File: src/mu_consts.vh
`ifndef MU_CONSTS_VH
`define MU_CONSTS_VH
// Register select values
`define MU_SEL_CMD_STAT   1'b0
`define MU_SEL_DATA       1'b1
// Command register fields
`define MU_CMD_RATE_HI    1
`define MU_CMD_RATE_LO    0
`define MU_CMD_TXC_HI     6
`define MU_CMD_TXC_LO     5
`define MU_CMD_RIE        7
// Status register bit positions
`define MU_ST_RXFULL      0
`define MU_ST_TXEMPTY     1
`define MU_ST_CTS         3
`define MU_ST_FE          4
`define MU_ST_OV          5
`define MU_ST_IRQ         7
// Bit rate codes
`define MU_RATE_9K6       2'h0
`define MU_RATE_31K25     2'h1
`define MU_RATE_38K4      2'h2
`define MU_RATE_RESET     2'h3
`define MU_RATE_RST_VAL   2'h3
// Transmit control codes
`define MU_TXC_RTS_NOIRQ  2'h0
`define MU_TXC_RTS_IRQ    2'h1
`define MU_TXC_NORTS      2'h2
`define MU_TXC_BREAK      2'h3
// Timing
`define MU_CLK_HZ         250000000
`define MU_RATE0_HZ       9600
`define MU_RATE1_HZ       31250
`define MU_RATE2_HZ       38400
`define MU_DATA_BITS      8
// Clock cycles per bit at 250 MHz, rounded down
`define MU_BIT_CYC0       16'h65b9
`define MU_BIT_CYC1       16'h1f40
`define MU_BIT_CYC2       16'h196e
`endif

File: src/mu_uart.v
`timescale 1ns/100ps
`include "mu_consts.vh"

module mu_uart #(
    parameter [15:0] BIT_CYC0 = `MU_BIT_CYC0,
    parameter [15:0] BIT_CYC1 = `MU_BIT_CYC1,
    parameter [15:0] BIT_CYC2 = `MU_BIT_CYC2
) (
    // Clock and reset
    input  wire       ref_clk,
    input  wire       rst,
    // Host bus pins
    input  wire       serial_port_select_n,
    input  wire       register_select_bit,
    input  wire       rd_n,
    input  wire       wr_n,
    input  wire [7:0] host_data_in,
    output reg  [7:0] host_data_out,
    output wire       host_data_oe,
    output wire       irq,
    // Serial pins
    input  wire       serial_rx,
    input  wire       cts_n,
    output reg        serial_tx,
    output reg        rts_n
);
    localparam TX_IDLE  = 2'h0;
    localparam TX_START = 2'h1;
    localparam TX_DATA  = 2'h2;
    localparam TX_STOP  = 2'h3;
    localparam RX_IDLE  = 2'h0;
    localparam RX_START = 2'h1;
    localparam RX_DATA  = 2'h2;
    localparam RX_STOP  = 2'h3;

    // Two-stage synchronisers for all input pins except clock and reset
    reg  [12:0] sync1_reg;
    reg  [12:0] sync2_reg;
    wire [12:0] pins = {serial_port_select_n, register_select_bit, rd_n, wr_n,
                        host_data_in, serial_rx};
    always @(posedge ref_clk or posedge rst) begin
        if (rst) begin
            sync1_reg <= 13'h1eff;
            sync2_reg <= 13'h1eff;
        end else begin
            sync1_reg <= pins;
            sync2_reg <= sync1_reg;
        end
    end
    reg cts1_reg;
    reg cts2_reg;
    always @(posedge ref_clk or posedge rst) begin
        if (rst) begin
            cts1_reg <= 1'b1;
            cts2_reg <= 1'b1;
        end else begin
            cts1_reg <= cts_n;
            cts2_reg <= cts1_reg;
        end
    end
    wire       sel_n_s = sync2_reg[12];
    wire       rsel_s  = sync2_reg[11];
    wire       rd_n_s  = sync2_reg[10];
    wire       wr_n_s  = sync2_reg[9];
    wire [7:0] din_s   = sync2_reg[8:1];
    wire       rx_s    = sync2_reg[0];
    // Strobe edge detection on synchronised copies
    reg        rd_n_d_reg;
    reg        wr_n_d_reg;
    reg        wsel_reg;
    reg        wreg_reg;
    reg  [7:0] wdata_reg;
    always @(posedge ref_clk or posedge rst) begin
        if (rst) begin
            rd_n_d_reg <= 1'b1;
            wr_n_d_reg <= 1'b1;
            wsel_reg   <= 1'b0;
            wreg_reg   <= 1'b0;
            wdata_reg  <= 8'h00;
        end else begin
            rd_n_d_reg <= rd_n_s;
            wr_n_d_reg <= wr_n_s;
            if (!wr_n_s) begin
                wsel_reg  <= !sel_n_s;
                wreg_reg  <= rsel_s;
                wdata_reg <= din_s;
            end
        end
    end
    wire rd_start = !rd_n_s && rd_n_d_reg && !sel_n_s;
    wire wr_done  = wr_n_s && !wr_n_d_reg && wsel_reg;
    wire wr_cmd   = wr_done && (wreg_reg == `MU_SEL_CMD_STAT);
    wire wr_data  = wr_done && (wreg_reg == `MU_SEL_DATA);
    wire rd_data  = rd_start && (rsel_s == `MU_SEL_DATA);
    assign host_data_oe = !sel_n_s && !rd_n_s;
    reg [1:0] rate_reg;
    reg [1:0] txc_reg;
    reg       rie_reg;
    always @(posedge ref_clk or posedge rst) begin
        if (rst) begin
            rate_reg <= `MU_RATE_RST_VAL;
            txc_reg  <= `MU_TXC_RTS_NOIRQ;
            rie_reg  <= 1'b0;
        end else if (wr_cmd) begin
            rate_reg <= wdata_reg[`MU_CMD_RATE_HI:`MU_CMD_RATE_LO];
            txc_reg  <= wdata_reg[`MU_CMD_TXC_HI:`MU_CMD_TXC_LO];
            rie_reg  <= wdata_reg[`MU_CMD_RIE];
        end
    end
    // rate code 11 holds UART in reset
    wire soft_rst = (rate_reg == `MU_RATE_RESET);
    reg [15:0] bit_cyc;
    always @* begin
        case (rate_reg)
            `MU_RATE_9K6:   bit_cyc = BIT_CYC0;
            `MU_RATE_31K25: bit_cyc = BIT_CYC1;
            `MU_RATE_38K4:  bit_cyc = BIT_CYC2;
            default:        bit_cyc = BIT_CYC0;
        endcase
    end
    wire [15:0] half_cyc = {1'b0, bit_cyc[15:1]};
    reg  [7:0] txbuf_reg;
    reg        txfull_reg;
    reg  [1:0] txst_reg;
    reg  [7:0] txsh_reg;
    reg  [2:0] txbit_reg;
    reg [15:0] txcnt_reg;
    wire       cts_ok  = !cts2_reg;
    wire       tx_load = txfull_reg && (txst_reg == TX_IDLE) && cts_ok;
    wire       tx_tick = (txcnt_reg == 16'h0000);
    always @(posedge ref_clk or posedge rst) begin
        if (rst) begin
            txbuf_reg  <= 8'h00;
            txfull_reg <= 1'b0;
            txst_reg   <= TX_IDLE;
            txsh_reg   <= 8'h00;
            txbit_reg  <= 3'h0;
            txcnt_reg  <= 16'h0000;
        end else if (soft_rst) begin
            txfull_reg <= 1'b0;
            txst_reg   <= TX_IDLE;
            txcnt_reg  <= 16'h0000;
        end else begin
            // host writes fill the transmit buffer
            if (wr_data)
                txbuf_reg <= wdata_reg;
            // write clears empty, load sets it; write wins
            if (wr_data)
                txfull_reg <= 1'b1;
            else if (tx_load)
                txfull_reg <= 1'b0;
            if (!tx_tick)
                txcnt_reg <= txcnt_reg - 16'h0001;
            case (txst_reg)
                TX_IDLE: begin
                    if (tx_load) begin
                        txsh_reg  <= txbuf_reg;
                        txcnt_reg <= bit_cyc - 16'h0001;
                        txst_reg  <= TX_START;
                    end
                end
                TX_START: begin
                    if (tx_tick) begin
                        txcnt_reg <= bit_cyc - 16'h0001;
                        txbit_reg <= 3'h0;
                        txst_reg  <= TX_DATA;
                    end
                end
                TX_DATA: begin
                    if (tx_tick) begin
                        txcnt_reg <= bit_cyc - 16'h0001;
                        txsh_reg  <= {1'b0, txsh_reg[7:1]};
                        txbit_reg <= txbit_reg + 3'h1;
                        if (txbit_reg == 3'h7)
                            txst_reg <= TX_STOP;
                    end
                end
                TX_STOP: begin
                    if (tx_tick)
                        txst_reg <= TX_IDLE;
                end
                default: txst_reg <= TX_IDLE;
            endcase
        end
    end
    reg tx_line;
    always @* begin
        case (txst_reg)
            TX_START: tx_line = 1'b0;
            TX_DATA:  tx_line = txsh_reg[0];
            default:  tx_line = 1'b1;
        endcase
    end
    always @(posedge ref_clk or posedge rst) begin
        if (rst) begin
            serial_tx <= 1'b1;
            rts_n     <= 1'b1;
        end else begin
            serial_tx <= (txc_reg == `MU_TXC_BREAK && !soft_rst) ? 1'b0 : tx_line;
            rts_n     <= soft_rst || (txc_reg == `MU_TXC_NORTS);
        end
    end
    reg  [1:0] rxst_reg;
    reg  [7:0] rxsh_reg;
    reg  [2:0] rxbit_reg;
    reg [15:0] rxcnt_reg;
    reg  [7:0] rxbuf_reg;
    reg        rxfull_reg;
    reg        fe_reg;
    reg        ov_reg;
    reg        rx_d_reg;
    wire       rx_tick = (rxcnt_reg == 16'h0000);
    wire       rx_done = (rxst_reg == RX_STOP) && rx_tick;
    always @(posedge ref_clk or posedge rst) begin
        if (rst) begin
            rxst_reg   <= RX_IDLE;
            rxsh_reg   <= 8'h00;
            rxbit_reg  <= 3'h0;
            rxcnt_reg  <= 16'h0000;
            rxbuf_reg  <= 8'h00;
            rxfull_reg <= 1'b0;
            fe_reg     <= 1'b0;
            ov_reg     <= 1'b0;
            rx_d_reg   <= 1'b1;
        end else if (soft_rst) begin
            rxst_reg   <= RX_IDLE;
            rxcnt_reg  <= 16'h0000;
            rxfull_reg <= 1'b0;
            fe_reg     <= 1'b0;
            ov_reg     <= 1'b0;
            rx_d_reg   <= 1'b1;
        end else begin
            rx_d_reg <= rx_s;
            if (!rx_tick)
                rxcnt_reg <= rxcnt_reg - 16'h0001;
            case (rxst_reg)
                RX_IDLE: begin
                    if (rx_d_reg && !rx_s) begin
                        rxcnt_reg <= half_cyc;
                        rxst_reg  <= RX_START;
                    end
                end
                RX_START: begin
                    if (rx_tick) begin
                        // False start bits are dropped
                        if (rx_s)
                            rxst_reg <= RX_IDLE;
                        else begin
                            rxcnt_reg <= bit_cyc - 16'h0001;
                            rxbit_reg <= 3'h0;
                            rxst_reg  <= RX_DATA;
                        end
                    end
                end
                RX_DATA: begin
                    if (rx_tick) begin
                        rxcnt_reg <= bit_cyc - 16'h0001;
                        rxsh_reg  <= {rx_s, rxsh_reg[7:1]};
                        rxbit_reg <= rxbit_reg + 3'h1;
                        if (rxbit_reg == 3'h7)
                            rxst_reg <= RX_STOP;
                    end
                end
                RX_STOP: begin
                    if (rx_tick)
                        rxst_reg <= RX_IDLE;
                end
                default: rxst_reg <= RX_IDLE;
            endcase
            if (rx_done) begin
                rxbuf_reg <= rxsh_reg;
                // framing error kept with its character
                fe_reg    <= !rx_s;
            end
            // new character wins over a clearing read
            if (rx_done)
                rxfull_reg <= 1'b1;
            else if (rd_data)
                rxfull_reg <= 1'b0;
            // overrun on overwrite, cleared by data read
            if (rx_done && rxfull_reg)
                ov_reg <= 1'b1;
            else if (rd_data)
                ov_reg <= 1'b0;
        end
    end

    // empty flag forced low while not clear to send
    wire tx_empty = !txfull_reg && cts_ok && !soft_rst;
    wire rx_irq = rie_reg && (rxfull_reg || ov_reg);
    wire tx_irq = (txc_reg == `MU_TXC_RTS_IRQ) && tx_empty;
    assign irq = rx_irq || tx_irq;
    reg [7:0] status;
    always @* begin
        status = 8'h00;
        status[`MU_ST_RXFULL]  = rxfull_reg;
        status[`MU_ST_TXEMPTY] = tx_empty;
        status[`MU_ST_CTS]     = cts2_reg;
        status[`MU_ST_FE]      = fe_reg;
        status[`MU_ST_OV]      = ov_reg;
        status[`MU_ST_IRQ]     = irq;
    end
    always @(posedge ref_clk or posedge rst) begin
        if (rst)
            host_data_out <= 8'h00;
        else if (rd_start)
            host_data_out <= (rsel_s == `MU_SEL_DATA) ? rxbuf_reg : status;
    end
endmodule

File: config.mk
export PLATFORM = sky130hd
export DESIGN_NAME = mu_uart
export DESIGN_NICKNAME = d
export VERILOG_FILES = /design/src/mu_uart.v
export VERILOG_INCLUDE_DIRS = /design/src
export SDC_FILE = /design/constraint.sdc
export NUM_CORES = 1
export LEC_CHECK = 0
export BUFFER_PORTS_ARGS = -buffer_cell sky130_fd_sc_hd__buf_2
export CAP_MARGIN = 20
export CORE_UTILIZATION = 35
export CTS_BUF_LIST = sky130_fd_sc_hd__clkbuf_4
export CTS_CLUSTER_SIZE = 10
export DETAILED_ROUTE_END_ITERATION = 8
export MAX_ROUTING_LAYER = met4
export PLACE_DENSITY = 0.47
export RECOVER_POWER = 100
export SYNTH_ARGS = -nofsm -noshare
export SYNTH_HDL_FRONTEND = slang
export SYNTH_SLANG_ARGS = --single-unit
File: constraint.sdc
create_clock -name ref_clk -period 5.7 [get_ports ref_clk]
set_input_delay 0 -clock ref_clk [delete_from_list [all_inputs] [get_ports ref_clk]]
set_output_delay 0 -clock ref_clk [all_outputs]
set_load 0.01 [all_outputs]
# Yosys cells after proc, flatten, opt, wreduce, memory -nomap -nowiden
# Index checks and enable logic that the tools add are counted.
[word_totals] register_bits=134 inputBits=16 word_cells=167
[classes] n_addsub=5 n_eq_ne=30 mux=52 bitwise=2 n_reduce_logical=48
[op_table] cell="16-bit two-way mux" n=10
[op_table] cell="16-bit one-hot mux with 3 select lines" n=1
[op_table] cell="16-bit by 1-bit subtractor with 16-bit output (second input constant)" n=3
[op_table] cell="16-bit zero test" n=2
[op_table] cell="16-bit one-hot mux with 2 select lines" n=1
[op_table] cell="3-bit inequality test (second input constant)" n=10
[op_table] cell="15-bit one-hot mux with 2 select lines" n=1
[op_table] cell="2-bit two-way mux" n=13
[op_table] cell="8-bit two-way mux" n=3
[op_table] cell="1-bit logical AND" n=18
[op_table] cell="2-bit == test (second input constant)" n=8
[op_table] cell="2-bit one-hot mux with 4 select lines" n=2
[op_table] cell="8-bit one-hot mux with 2 select lines" n=1
[op_table] cell="3-bit two-way mux" n=5
[op_table] cell="5-bit AND reduction" n=3
[op_table] cell="1-bit two-way mux" n=12
[op_table] cell="2-bit inequality test (second input constant)" n=6
[op_table] cell="3-bit one-hot mux with 2 select lines" n=2
[op_table] cell="3-bit nonzero test" n=3
[op_table] cell="2-bit by 1-bit == test with 1-bit output (second input constant)" n=4
[op_table] cell="4-bit AND reduction" n=2
[op_table] cell="2-bit nonzero test" n=4
[op_table] cell="1-bit zero test" n=7
[op_table] cell="3-bit by 1-bit adder with 3-bit output (second input constant)" n=2
[op_table] cell="other kinds (8)" n=14

# Longest topological paths before layout
[depth] word_depth=7 depth_mapped=9 depth_no_buf=7

# Least setup slack after synthesis
# No wires, ideal clock.
[synth_timing] path_type="reg-to-reg" start="reg rxcnt_reg[0]" end="reg rxbuf_reg[0]" setup_ns=0.125 t_arrival_ns=2.320 required_ns=5.575 slack_ns=3.255 path_stages_with_launch=7 n_path_buf=0 path_cell_list="dfrtp_1 inv_1 ha_1 nor4b_1 nand4_1 nor3_2 mux2_2"
[synth_between] elab_chain_cells=3
[synth_rtl] element="start, declared" line_no="mu_uart.v:206" text="reg [15:0] rxcnt_reg;"
[synth_rtl] element="start signal, assigned" line_no="mu_uart.v:235" text="rxcnt_reg <= rxcnt_reg - 16'h0001;"
[synth_rtl] element="start signal, assigned" line_no="mu_uart.v:239" text="rxcnt_reg <= half_cyc;"
[synth_rtl] element="start signal, assigned" line_no="mu_uart.v:249" text="rxcnt_reg <= bit_cyc - 16'h0001;"
[synth_rtl] element="16-bit zero test" line_no="mu_uart.v:212" text="wire rx_tick = (rxcnt_reg == 16'h0000);"
[synth_rtl] element="1-bit logical AND" line_no="mu_uart.v:213" text="wire rx_done = (rxst_reg == RX_STOP) && rx_tick;"
[synth_rtl] element="2-bit AND reduction (no source line)"
[synth_rtl] element="end signal, assigned" line_no="mu_uart.v:271" text="rxbuf_reg <= rxsh_reg;"
[synth_rtl] element="end, declared" line_no="mu_uart.v:207" text="reg [7:0] rxbuf_reg;"
# Every way passes these cells.
# A chain may end at the register's enable or synchronous reset.

# Worst setup path in the final report
[layout_timing] start="reg rxcnt_reg[0]" end="reg rxcnt_reg[14]"
[layout_between] elab_chain_cells=6
[layout_rtl] element="16-bit by 1-bit subtractor with 16-bit output or 16-bit zero test (tied branches)" line_no="mu_uart.v:235, mu_uart.v:212"
[layout_rtl] element="16-bit two-way mux" line_no="mu_uart.v:234" text="if (!rx_tick)"
[layout_rtl] element="16-bit two-way mux" line_no="mu_uart.v:246" text="if (rx_s)"
[layout_rtl] element="16-bit two-way mux" line_no="mu_uart.v:244" text="if (rx_tick) begin"
[layout_rtl] element="16-bit one-hot mux with 3 select lines *" line_no="mu_uart.v:236" text="case (rxst_reg)"
[layout_rtl] element="16-bit two-way mux *" line_no="mu_uart.v:225" text="end else if (soft_rst) begin"
# Every way passes the cells marked *; elsewhere a longest branch is shown, timed or not.

==> impl_metrics.tcl <==
set metrics [dict create \
    ios 28 \
    nNetsFinal 645 \
    utilization_pct 40.5 \
    numPortBuffers 27 \
    gp_congestion 0.853 \
    die_w_um 137 \
    drive_gt1_share_pct 21.3 \
    yosysMostFrequentCell "dfrtp_1" \
    hold_buffers 15 \
    syn_to_final_growth_pct 11.4 \
    reg2reg_setup_slack_ns 2.20 \
    synth.area.top_cells "dfrtp_1 40%, dfstp_2 14%, mux2_2 6.4%, ha_1 3.3%, nand2_1 3.1%" \
    worstSetupEndpointType "register" \
    period_minus_slack_ns 3.50 \
    tightestPinTransition_ns 3.02 \
    routed_wl_mm 14.2 \
    crit_fanout 9 \
    ctsLongestPathBuffers 2 \
    ys_ff_latch 134 \
    cts_htree_levels 4 \
    cp_data_arrival_time_ns 3.84 \
    initial_core_util_pct 36.4 \
    cp_slowest_stage_delay_ns 1.05 \
    synth_top_area_share_pct 39.6 \
    ant_nets 0 \
    grt_pass1_vias 4571 \
    first_pass_iters 4 \
    dp_hpwl_mm 9.65 \
    p_per_area_nw_per_um2 461 \
    clock_latency_ns 0.55 \
    status "finished, violations left" \
    avgSynthCellArea_um2 11.0 \
    path_clk_slew_ns 0.15 \
    crit_slowest_cell "nor4_1" \
    numCtsBuffers 17 \
    yosysUniqueCellTypes 64 \
    dieArea_um2 18800 \
    cp_num_buf_inv 1 \
    drtIter0Drc 239 \
    antenna_found_initial 1 \
    rsz0062_at_grt "false" \
    fillers 1772 \
    grt_use_total_pct 17.3 \
    skew_ns 0.0167 \
    yosysSeqAreaShare_pct 53.2 \
    syn-num-nets 612 \
    cts_resized 0 \
    wl_per_cell_um 16.7 \
    rows 48 \
    violations "max-capacitance violations, max-slew violations" \
    vias_per_cell 5.32 \
    synth_edf_count 0 \
    start_kind "register" \
    ir_worst_vdd_uv 200 \
    netlist_top_cells_count "101 x dfrtp_1, 53 x nand2_1, 36 x mux2_2" \
    cts_sinks 134 \
    die_h_um 137 \
    synth_largest_area_cell "dfrtp_1" \
    dpl-instance-area_um2 6700 \
    finalCritPeriodShare_pct 61.5 \
    cts_tree "built" \
    vias 4528 \
    grt_pass1_wl_mm 24.2 \
    drc 0 \
    p_leak_nw 3.04 \
    yosysWarningCount 0 \
    synthArstFlopShare_pct 100 \
    post_cts_buffers 0 \
    design_area_um2 7100 \
    clockRootBuffer "clkbuf_4" \
    finalPower_mw 3.27 \
    crit_chain "inv_1, ha_1, or4b_1, nor4_1, nand2b_1, nor2_1, a2111oi_0" \
    setup_tns_ns 0 \
    hold_violations 0 \
    cap_violations 3 \
    setup_viol 0 \
    cp.required_ns 6.04 \
    mappedNetlistArea_um2 6380 \
    syn-instance-count 579 \
    critPathKind "reg -> reg" \
    slew_headroom_pct -102 \
    grt_max_degree 70 \
    gr-total-overflow 0 \
    hold_path_class "in -> reg" \
    slew_violations 174 \
    fp.coreArea_um2 17500 \
    fmax_mhz 285 \
    critPathTopFamily "simple AND/OR/NAND/NOR gates" \
    synth-main-ff-cell "dfrtp_1" \
]
==> per-layer routing <==
layer | wire [µm] | part of all wire, % | global-route usage (%)
met2 | 6510 | 46 | 26.2
met3 | 498 | 3.5 | 3.63
met1 | 7090 | 50 | 23.6
met4 | 105 | 0.74 | 4.70
met5 | 0 | 0 | -
==> placed cells by master (no fill, tap or decap), types with 12 or more instances in the layout <==
cell type	synthesis	layout
clkbuf_1	24	13
o21ai_0	34	34
clkbuf_4	0	17
dfrtp_1	101	101
dfstp_2	33	31
ha_1	17	17
nand2_1	53	53
dlygate4sd3_1	0	15
nor4_1	12	13
a21oi_1	24	24
nor3_1	21	22
nor2_1	31	31
mux2i_1	18	18
inv_1	17	16
mux2_2	36	34
xnor2_1	12	12
buf_2	3	15
==> through the flow <==
step	setup slack (ns)	std cells	hold slack, ns
global placement	2.92	803	0.105
finish	2.20	851	0.0782
detailed placement	2.73	803	0.106
global route	1.56	851	0.00267
floorplan	2.17	579	0.00448
CTS	2.70	850	0.0157
==> worst paths after layout <==
check / end / cells after the start / startpoint
min in group asynchronous: rxsh_reg[4] / 3 / rst
hold reg to reg: sync2_reg[10] / 0 / sync1_reg[10]
hold / removal: sync1_reg[2] / 2 / host_data_in[1]
setup reg to reg: rxcnt_reg[14] / 7 / rxcnt_reg[0]
setup / recovery: rxcnt_reg[14] / 7 / rxcnt_reg[0]
max in group asynchronous: txc_reg[0] / 4 / rst
==> cells by family (layout without fill, tap and decap cells) <==
family / after synthesis / count (layout) / share of synthesized area (%)
adder cells (fa/ha/maj): 17 / 17 / 3.34
AO/OA/AOI/OAI: 118 / 118 / 12.2
flip-flops: 134 / 134 / 53.2
other: 0 / 1 / 0
buffers and inverters: 47 / 93 / 2.94
XOR/XNOR: 19 / 19 / 2.61
multiplexers: 54 / 54 / 9.18
AND/OR/NAND/NOR: 190 / 190 / 16.5
==> worst register-to-register path, cell delays in order (launching register included) <==
cell and delay, ns:
dfrtp_1 0.47, inv_1 0.11, ha_1 0.16, or4b_1 0.64, nor4_1 1.05, nand2b_1 0.47
nor2_1 0.30, a2111oi_0 0.10
==> final cells by class <==
class	instances	area [µm²]	share of cell area, %
sequential	134	3390	47.8
tap	225	282	3.96
antenna	1	2.50	0.0352
inverter	17	65.1	0.916
multi-input combinational	398	2770	39.0
clock buffer	17	128	1.80
timing repair buffer	44	279	3.93
clock inverter	15	185	2.61
==> power breakdown <==
part           internal (mW)  switching (mW)  leakage [nW]  total (mW)
clock                  0.209           0.450         0.162       0.660
combinational          0.515           0.727          1.23        1.24
sequential              1.17           0.202          1.65        1.37
total                   1.89            1.38          3.04        3.27
Power figures use the tool's default switching activity.
